### config.mk
export PLATFORM = sky130hd
export DESIGN_NAME = pced_pin_change_edge_detector
export DESIGN_NICKNAME = d
export VERILOG_FILES = /design/src/design/pced_pkg.sv /design/src/design/pced_pin_change_edge_detector.sv
export SDC_FILE = /design/constraint.sdc
export NUM_CORES = 1
export LEC_CHECK = 0
export BUFFER_PORTS_ARGS = -buffer_cell sky130_fd_sc_hd__clkbuf_2
export CORE_UTILIZATION = 35
export DETAILED_ROUTE_END_ITERATION = 10
export HOLD_SLACK_MARGIN = 0.08
export SETUP_SLACK_MARGIN = 0.02
export SYNTH_ARGS = -nofsm -noshare
export SYNTH_HDL_FRONTEND = slang
export SYNTH_SLANG_ARGS = --single-unit
export TNS_END_PERCENT = 1
### constraint.sdc
create_clock -name refClk -period 3.9 [get_ports refClk]
set_input_delay 0.78 -clock refClk [delete_from_list [all_inputs] [get_ports refClk]]
set_output_delay 0.78 -clock refClk [all_outputs]
set_load 0.01 [all_outputs]
### src/design/pced_pkg.sv
/*
 Package for the pin-change edge detector: register map, widths, reset
 values and bit positions.
 Assumes one 250 MHz core clock and a plain register port.
*/
`default_nettype none
package pced_pkg;
    localparam int PCED_PINS = 8;
    localparam int PCED_AW = 4;
    localparam int PCED_DW = 8;
    // Register offsets (plain port, own layout)
    localparam logic [3:0] PCED_OFF_RISE = 4'h0;
    localparam logic [3:0] PCED_OFF_FALL = 4'h1;
    localparam logic [3:0] PCED_OFF_FLAGS = 4'h2;
    localparam logic [3:0] PCED_OFF_CTRL = 4'h3;
    // Control/status register fields
    localparam int PCED_BIT_MASTER = 0;
    localparam int PCED_BIT_SUMMARY = 1;
    localparam int PCED_BIT_SLEEP = 2;
    localparam logic [7:0] PCED_RST_BYTE = 8'h00;
    localparam logic [7:0] PCED_ZERO_BYTE = 8'h00;
endpackage
`default_nettype wire

### src/design/pced_pin_change_edge_detector.sv
/*
 Interrupt-on-change logic for one eight-pin port, with per-pin rise and
 fall enables, sticky pin flags, a summary flag, a gated interrupt and a
 wake-up request.
 Assumes pins and register port are synchronous to ref_clk; the core
 sleep state arrives as a level from the power controller.
*/
// Behaviour
// - A wake-up is raised on a pin-change event only while the master enable is set.
// - A flag caught in sleep is set before the core runs its first instruction.
// - A rise enable bit at one arms rising-edge detection for its pin.
// - A fall enable bit at one arms falling-edge detection for its pin.
// - A pin flag sets on an enabled rising edge or an enabled falling edge.
// - Each pin flag set by an edge also sets the summary flag.
// - Pin flags are read/write, set by hardware, and cleared by writing zero.
// - With the master enable clear, flags still set but no interrupt is made.
// - The summary flag is the OR of all pin flags.
// - An edge during a clearing write leaves its flag set.
// - A pin with both enables set flags edges of either polarity.
`timescale 1ns/1ps
`default_nettype none
module pced_pin_change_edge_detector
    import pced_pkg::*;
(
    input wire logic refClk,
    input wire logic nrst,
    input wire logic [PCED_PINS-1:0] portPinN,
    input wire logic coreSleeping,
    input wire logic [PCED_AW-1:0] regAddr,
    input wire logic [PCED_DW-1:0] regWdata,
    input wire logic regWrite,
    input wire logic regRead,
    output logic [PCED_DW-1:0] regRdata,
    output logic changeIrq,
    output logic wakeRequest
);

////////////////////////////////////////////////////////////////////////////

    typedef struct packed {
        logic [PCED_PINS-1:0] pinMeta;
        logic [PCED_PINS-1:0] pinSync;
        logic [PCED_PINS-1:0] pinPrev;
        logic primed;
        logic [PCED_DW-1:0] riseEnable;
        logic [PCED_DW-1:0] fallEnable;
        logic [PCED_DW-1:0] edgeFlags;
        logic masterEnable;
        logic [PCED_DW-1:0] rdata;
    } pced_state_s;

    pced_state_s st;
    pced_state_s next_st;
    logic [PCED_PINS-1:0] riseSeen;
    logic [PCED_PINS-1:0] fallSeen;
    logic [PCED_PINS-1:0] edgeHit;
    logic summaryFlag;
    logic rstMeta;
    logic rstSync;

    // Pins that went from low to high between two samples
    function automatic logic [PCED_PINS-1:0] risingOf(
        input logic [PCED_PINS-1:0] cur,
        input logic [PCED_PINS-1:0] prev);
        return cur & ~prev;
    endfunction

    // Pins that went from high to low between two samples
    function automatic logic [PCED_PINS-1:0] fallingOf(
        input logic [PCED_PINS-1:0] cur,
        input logic [PCED_PINS-1:0] prev);
        return ~cur & prev;
    endfunction

    function automatic logic addrHit(input logic [PCED_AW-1:0] a,
                                     input logic [PCED_AW-1:0] off);
        return a == off;
    endfunction

    // Reset synchroniser stays outside the state struct: it runs on the
    // raw pin reset while everything else uses the released copy.
    always_ff @(posedge refClk or negedge nrst) begin
        if (!nrst) begin
            rstMeta <= 1'b0;
            rstSync <= 1'b0;
        end else begin
            rstMeta <= 1'b1;
            rstSync <= rstMeta;
        end
    end
    logic rstN;
    assign rstN = rstSync;

////////////////////////////////////////////////////////////////////////////

    assign riseSeen = st.primed ? risingOf(st.pinSync, st.pinPrev) : '0;
    assign fallSeen = st.primed ? fallingOf(st.pinSync, st.pinPrev) : '0;
    assign edgeHit = (riseSeen & st.riseEnable) | (fallSeen & st.fallEnable);
    assign summaryFlag = |st.edgeFlags;

    always_comb begin
        next_st = st;
        next_st.pinMeta = portPinN;
        next_st.pinSync = st.pinMeta;
        next_st.pinPrev = st.pinSync;
        next_st.primed = 1'b1;
        next_st.rdata = PCED_ZERO_BYTE;
        if (regWrite) begin
            if (addrHit(regAddr, PCED_OFF_RISE)) begin
                next_st.riseEnable = regWdata;
            end
            if (addrHit(regAddr, PCED_OFF_FALL)) begin
                next_st.fallEnable = regWdata;
            end
            if (addrHit(regAddr, PCED_OFF_FLAGS)) begin
                next_st.edgeFlags = regWdata;
            end
            if (addrHit(regAddr, PCED_OFF_CTRL)) begin
                next_st.masterEnable = regWdata[PCED_BIT_MASTER];
            end
        end
        // hardware set wins, also in sleep
        next_st.edgeFlags = next_st.edgeFlags | edgeHit;
        if (regRead) begin
            unique case (regAddr)
                PCED_OFF_RISE: next_st.rdata = st.riseEnable;
                PCED_OFF_FALL: next_st.rdata = st.fallEnable;
                PCED_OFF_FLAGS: next_st.rdata = st.edgeFlags;
                PCED_OFF_CTRL: begin
                    next_st.rdata[PCED_BIT_MASTER] = st.masterEnable;
                    next_st.rdata[PCED_BIT_SUMMARY] = summaryFlag;
                    next_st.rdata[PCED_BIT_SLEEP] = coreSleeping;
                end
                default: next_st.rdata = PCED_ZERO_BYTE;
            endcase
        end
    end

    always_ff @(posedge refClk or negedge rstN) begin
        if (!rstN) begin
            st.pinMeta <= '0;
            st.pinSync <= '0;
            st.pinPrev <= '0;
            st.primed <= 1'b0;
            st.riseEnable <= PCED_RST_BYTE;
            st.fallEnable <= PCED_RST_BYTE;
            st.edgeFlags <= PCED_RST_BYTE;
            st.masterEnable <= 1'b0;
            st.rdata <= PCED_ZERO_BYTE;
        end else begin
            st.pinMeta <= next_st.pinMeta;
            st.pinSync <= next_st.pinSync;
            st.pinPrev <= next_st.pinPrev;
            st.primed <= next_st.primed;
            st.riseEnable <= next_st.riseEnable;
            st.fallEnable <= next_st.fallEnable;
            st.edgeFlags <= next_st.edgeFlags;
            st.masterEnable <= next_st.masterEnable;
            st.rdata <= next_st.rdata;
        end
    end

////////////////////////////////////////////////////////////////////////////

    assign regRdata = st.rdata;
    assign changeIrq = st.masterEnable & summaryFlag;
    assign wakeRequest = st.masterEnable & summaryFlag & coreSleeping;

////////////////////////////////////////////////////////////////////////////

    AST_RISE_SETS_FLAG: assert property (@(posedge refClk) disable iff (!rstN)
        (riseSeen & st.riseEnable) != 0 |=>
        ((st.edgeFlags & $past(riseSeen & st.riseEnable))
         == $past(riseSeen & st.riseEnable)))
        else $error("enabled rising edge did not set its flag");
    AST_FALL_MASKED: assert property (@(posedge refClk) disable iff (!rstN)
        (regWrite && regAddr == PCED_OFF_FLAGS && fallSeen[0]
         && !st.fallEnable[0] && !(riseSeen[0] && st.riseEnable[0])) |=>
        st.edgeFlags[0] == $past(regWdata[0]))
        else $error("disabled falling edge changed a flag");
    AST_RISE_MASKED: assert property (@(posedge refClk) disable iff (!rstN)
        (regWrite && regAddr == PCED_OFF_FLAGS && riseSeen[0]
         && !st.riseEnable[0]) |=> st.edgeFlags[0] == $past(regWdata[0]))
        else $error("disabled rising edge changed a flag");
    AST_SET_WINS: assert property (@(posedge refClk) disable iff (!rstN)
        (regWrite && regAddr == PCED_OFF_FLAGS && edgeHit[7]) |=>
        st.edgeFlags[7])
        else $error("edge lost during clearing write");
    AST_WRITE_CLEARS: assert property (@(posedge refClk) disable iff (!rstN)
        (regWrite && regAddr == PCED_OFF_FLAGS && regWdata == 8'h00
         && edgeHit == 8'h00) |=> st.edgeFlags == 8'h00)
        else $error("flag write did not clear");
    AST_SUMMARY_OR: assert property (@(posedge refClk) disable iff (!rstN)
        $rose(summaryFlag) |-> $past(edgeHit) != 8'h00 || $past(regWrite))
        else $error("summary rose without cause");
    AST_IRQ_GATED: assert property (@(posedge refClk) disable iff (!rstN)
        !st.masterEnable |-> !changeIrq && !wakeRequest)
        else $error("interrupt raised with master enable clear");
    AST_WAKE_ON_EDGE: assert property (@(posedge refClk) disable iff (!rstN)
        (edgeHit != 8'h00 && st.masterEnable && coreSleeping
         && !regWrite) |=> summaryFlag && (wakeRequest || !coreSleeping))
        else $error("no wake after enabled edge in sleep");
    AST_SYNC_DELAY: assert property (@(posedge refClk) disable iff (!rstN)
        st.primed && $past(st.primed) |->
        st.pinPrev == $past(portPinN, 3))
        else $error("pin sample path latency wrong");
    AST_BOTH_EDGES: assert property (@(posedge refClk) disable iff (!rstN)
        (st.riseEnable[1] && st.fallEnable[1] && st.pinSync[1] != st.pinPrev[1]
         && st.primed) |=> st.edgeFlags[1])
        else $error("dual-enabled pin missed an edge");
    AST_FLAG_SUMMARY: assert property (@(posedge refClk) disable iff (!rstN)
        edgeHit != 8'h00 |=> summaryFlag)
        else $error("summary not set by pin flag");

////////////////////////////////////////////////////////////////////////////

    AST_RD_IDLE: assert property (
        @(posedge refClk) disable iff (!rstN)
        !regRead |=> regRdata == PCED_ZERO_BYTE)
        else $error("read data not zero outside a read");

    AST_RD_FLAGS: assert property (
        @(posedge refClk) disable iff (!rstN)
        regRead && regAddr == PCED_OFF_FLAGS |=> regRdata == $past(st.edgeFlags))
        else $error("flag read returned wrong value");

    AST_RD_RISE: assert property (
        @(posedge refClk) disable iff (!rstN)
        regRead && regAddr == PCED_OFF_RISE |=> regRdata == $past(st.riseEnable))
        else $error("rise enable read returned wrong value");

    AST_RD_FALL: assert property (
        @(posedge refClk) disable iff (!rstN)
        regRead && regAddr == PCED_OFF_FALL |=> regRdata == $past(st.fallEnable))
        else $error("fall enable read returned wrong value");

    AST_RD_SUMMARY: assert property (
        @(posedge refClk) disable iff (!rstN)
        regRead && regAddr == PCED_OFF_CTRL |=>
        regRdata[PCED_BIT_SUMMARY] == $past(summaryFlag))
        else $error("summary read returned wrong value");

    AST_FALL_SETS: assert property (
        @(posedge refClk) disable iff (!rstN)
        (fallSeen & st.fallEnable) != 0 |=> ((st.edgeFlags
        & $past(fallSeen & st.fallEnable)) == $past(fallSeen & st.fallEnable)))
        else $error("enabled falling edge did not set its flag");

    AST_FLAG_HOLDS: assert property (
        @(posedge refClk) disable iff (!rstN)
        !(regWrite && regAddr == PCED_OFF_FLAGS) && edgeHit == 8'h00 |=>
        st.edgeFlags == $past(st.edgeFlags))
        else $error("flags changed without edge or write");

    AST_SUM_FALLS: assert property (
        @(posedge refClk) disable iff (!rstN)
        $fell(summaryFlag) |->
        $past(regWrite) && $past(regAddr) == PCED_OFF_FLAGS)
        else $error("summary fell without a flag write");

    AST_IRQ_ON: assert property (
        @(posedge refClk) disable iff (!rstN)
        st.masterEnable && summaryFlag |-> changeIrq)
        else $error("enabled flag raised no interrupt");

    AST_WAKE_SLEEP: assert property (
        @(posedge refClk) disable iff (!rstN)
        wakeRequest |-> coreSleeping && changeIrq)
        else $error("wake request without sleep or interrupt");

    AST_RISE_WRITE: assert property (
        @(posedge refClk) disable iff (!rstN)
        regWrite && regAddr == PCED_OFF_RISE |=>
        st.riseEnable == $past(regWdata))
        else $error("rise enable write not taken");

    AST_MASTER_WRITE: assert property (
        @(posedge refClk) disable iff (!rstN)
        regWrite && regAddr == PCED_OFF_CTRL |=>
        st.masterEnable == $past(regWdata[PCED_BIT_MASTER]))
        else $error("master enable write not taken");

endmodule
`default_nettype wire

==> impl_metrics.tcl <==
set metrics [dict create \
    place_inst 269 \
    overflow 0 \
    synth_top_family_by_area "multiplexers" \
    switchingPower_mw 0.355 \
    total_power_mw 1.42 \
    multi_input_area_um2 768 \
    yosysUniqueCellTypes 26 \
    fin_nets 228 \
    reg2reg_to "regRdata[1]" \
    max_freq_ghz 0.429 \
    critPathSlowestCell "dfrtp_1" \
    placedInstanceArea_um2 2550 \
    fin_crit_sh_pct 59.8 \
    row_count 29 \
    core-area_um2 6420 \
    wl_per_cell_um 15.1 \
    power_frac_comb_pct 11.8 \
    firstDrtPassIters 9 \
    antenna_found_initial 0 \
    crit_family "simple AND/OR/NAND/NOR gates" \
    violations "DRC" \
    final_max_slew_viol_count 0 \
    peakVddDrop_uv 302 \
    fin_tns_setup_ns 0 \
    cell_internal_pwr_mw 1.07 \
    synthXorXnorAreaFrac_pct 0 \
    fin_cells 284 \
    post-route-drc-count 7 \
    p_per_area_nw_per_um2 522 \
    path_cells "nor4_1 -> nand2_1 -> and3_1 -> clkbuf_2" \
    swShare_pct 25.0 \
    synth-main-ff-cell "dfrtp_1" \
    critPathBufInv 1 \
    arrival_ns 1.55 \
    regArea_um2 1500 \
    r2r_setup_slack_ns 2.65 \
    syn_area_um2 2350 \
    async_flop_share_pct 100 \
    seq_area_frac_synth_pct 63.9 \
    max_cap_viol_count 0 \
    numPortBuffers 34 \
    synth_fa_ha_area_share_pct 0 \
    drtAntennaViolNets 0 \
    synth.area.mux_share_pct 12.6 \
    holdBufCountCts 0 \
    grt_usage_pct 13.7 \
    crit_path_end_kind "output pin" \
    die_width_um 84.0 \
    cpPeakStageDelay_ns 0.40 \
    worst_slew_pin_slew_ns 0.731 \
    clk_pin_slew_ns 0.06 \
    io_pins 35 \
    finalSetupViolCount 0 \
    postCtsSetupBuffers 0 \
    area_delta_synth_final_pct 15.8 \
    numClockSinks 60 \
    grt_pass1_wl_mm 7.09 \
    clockBufferDepth 2 \
    clock_latency_ns 0.34 \
    crit_type "reg2out" \
    fin_worst_skew_ns 0.00865 \
    worst_setup_path_start_kind "flip-flop" \
    rsz0062_at_grt "false" \
    synth_edf_count 0 \
    synth_warnings 0 \
    place_ws_ns 1.52 \
    ys_seq_elements 60 \
    n_fill_cell 623 \
    max_slew_margin_pct 51.3 \
    critPathMaxFanout 3 \
    start_util_pct 36.6 \
    final-hold-violation-count 0 \
    r2r_cells 3 \
    pwr-share-clk_pct 34.0 \
    final_area_um2 2720 \
    clock-root-buffer "clkbuf_8" \
    place_congestion 0.756 \
    layout-drive-gt1-share_pct 35.7 \
    seqPwrFrac_pct 54.3 \
    status "finished with violations" \
    required_ns 3.12 \
    htree_levels 3 \
    min_path_type "in2async" \
    whs_ns 0.224 \
    grt_max_degree 35 \
    syn-mean-instance-area_um2 14.0 \
    vias 1402 \
    antenna_cells 0 \
    dpl.hpwl_mm 2.94 \
    synth_compound_area_share_pct 8.09 \
    cts-resized-gates 0 \
    finalCoreUtilization_pct 42.4 \
    numCtsBuffers 9 \
    synthSimpleGateAreaFrac_pct 11.7 \
    dieArea_um2 7050 \
    via_per_inst 4.94 \
    worstReg2RegStart "st[14]" \
    routed_wl_mm 4.30 \
    p_leak_nw 1.27 \
    layout_min_cycle_time_ns 2.33 \
    grt_pass1_vias 1385 \
    first_iter_violations 120 \
    syn_inst 168 \
    tritoncts "yes" \
    timing.final.ws_setup_ns 1.57 \
    dieHeight_um 84.0 \
]
-- cells by family after synthesis --
family	Yosys count
mux	25
compound gates	24
simple gates	45
flops	60
other cells	1
buf+inv	13
-- synthesized netlist by cell type (2+ instances only) --
cell | count | area, um^2
buf_4 | 9 | 67.6
and3_1 | 11 | 68.8
nand2_1 | 11 | 41.3
o21ai_0 | 8 | 40.0
buf_2 | 2 | 10.0
mux2_2 | 17 | 191
dfrtp_1 | 60 | 1500
mux2i_1 | 6 | 60.1
nand3b_1 | 8 | 60.1
and2_1 | 2 | 12.5
nor4_1 | 2 | 12.5
a221o_1 | 8 | 80.1
nor2_1 | 6 | 22.5
mux4_2 | 2 | 45.0
a2bb2oi_1 | 5 | 43.8
-- worst register-to-register path: stages, from the launching register on --
cell and delay [ns]:
dfrtp_1 0.40, nor4_1 0.37, a21boi_0 0.15, o21ba_2 0.23
-- metal layers --
| metal | global-route usage, % | vias to the layer above | routed length, um |
|---|---|---|---|
| li1 | - | 671 | - |
| met5 | 0 | - | 0 |
| met3 | 6.43 | 8 | 275 |
| met2 | 18.8 | 41 | 1900 |
| met4 | 6.58 | 0 | 64 |
| met1 | 18.1 | 682 | 2060 |
-- area by class of cell --
type | instances | area share [%]
tap | 77 | 3.54
sequential | 60 | 55.2
clock buffer | 13 | 5.84
clock inverter | 2 | 0.368
timing repair buffer | 36 | 6.80
multi-input combinational | 96 | 28.2
-- power groups by stage --
stage | combinational (mW) | sequential, mW | clock [mW]
floorplan | 0.128 | 0.762 | 0
global placement | 0.166 | 0.780 | 0
detailed placement | 0.170 | 0.783 | 0
CTS | 0.170 | 0.772 | 0.504
global route | 0.185 | 0.784 | 0.528
finish | 0.167 | 0.771 | 0.482
-- flip-flops by register name (all words and copies together), names as in the netlist --
signal and count:
regRdata 8, rstMeta 1, rstN 1, st 34, next_st 16
-- cells in the final DEF, fill, tap and decap left out, types with 5 or more instances in the layout --
master | synthesis | layout
a221o_1 | 8 | 8
clkbuf_2 | 0 | 34
o21ai_0 | 8 | 8
mux2i_1 | 6 | 6
clkbuf_8 | 0 | 11
nand3b_1 | 8 | 8
nor2_1 | 6 | 6
mux2_2 | 17 | 17
dfrtp_1 | 60 | 59
and3_1 | 11 | 11
a2bb2oi_1 | 5 | 5
nand2_1 | 11 | 11
-- worst max-delay path by stage --
stage               cells after the start       start     endpoint
floorplan                               3  regAddr[3]       st[25]
global placement                        5  regAddr[3]       st[32]
detailed placement                      5  regAddr[3]       st[31]
CTS                                     4      st[14]  wakeRequest
global route                            4       st[9]  wakeRequest
finish                                  4      st[14]  wakeRequest
Power figures use the tool's default switching activity.
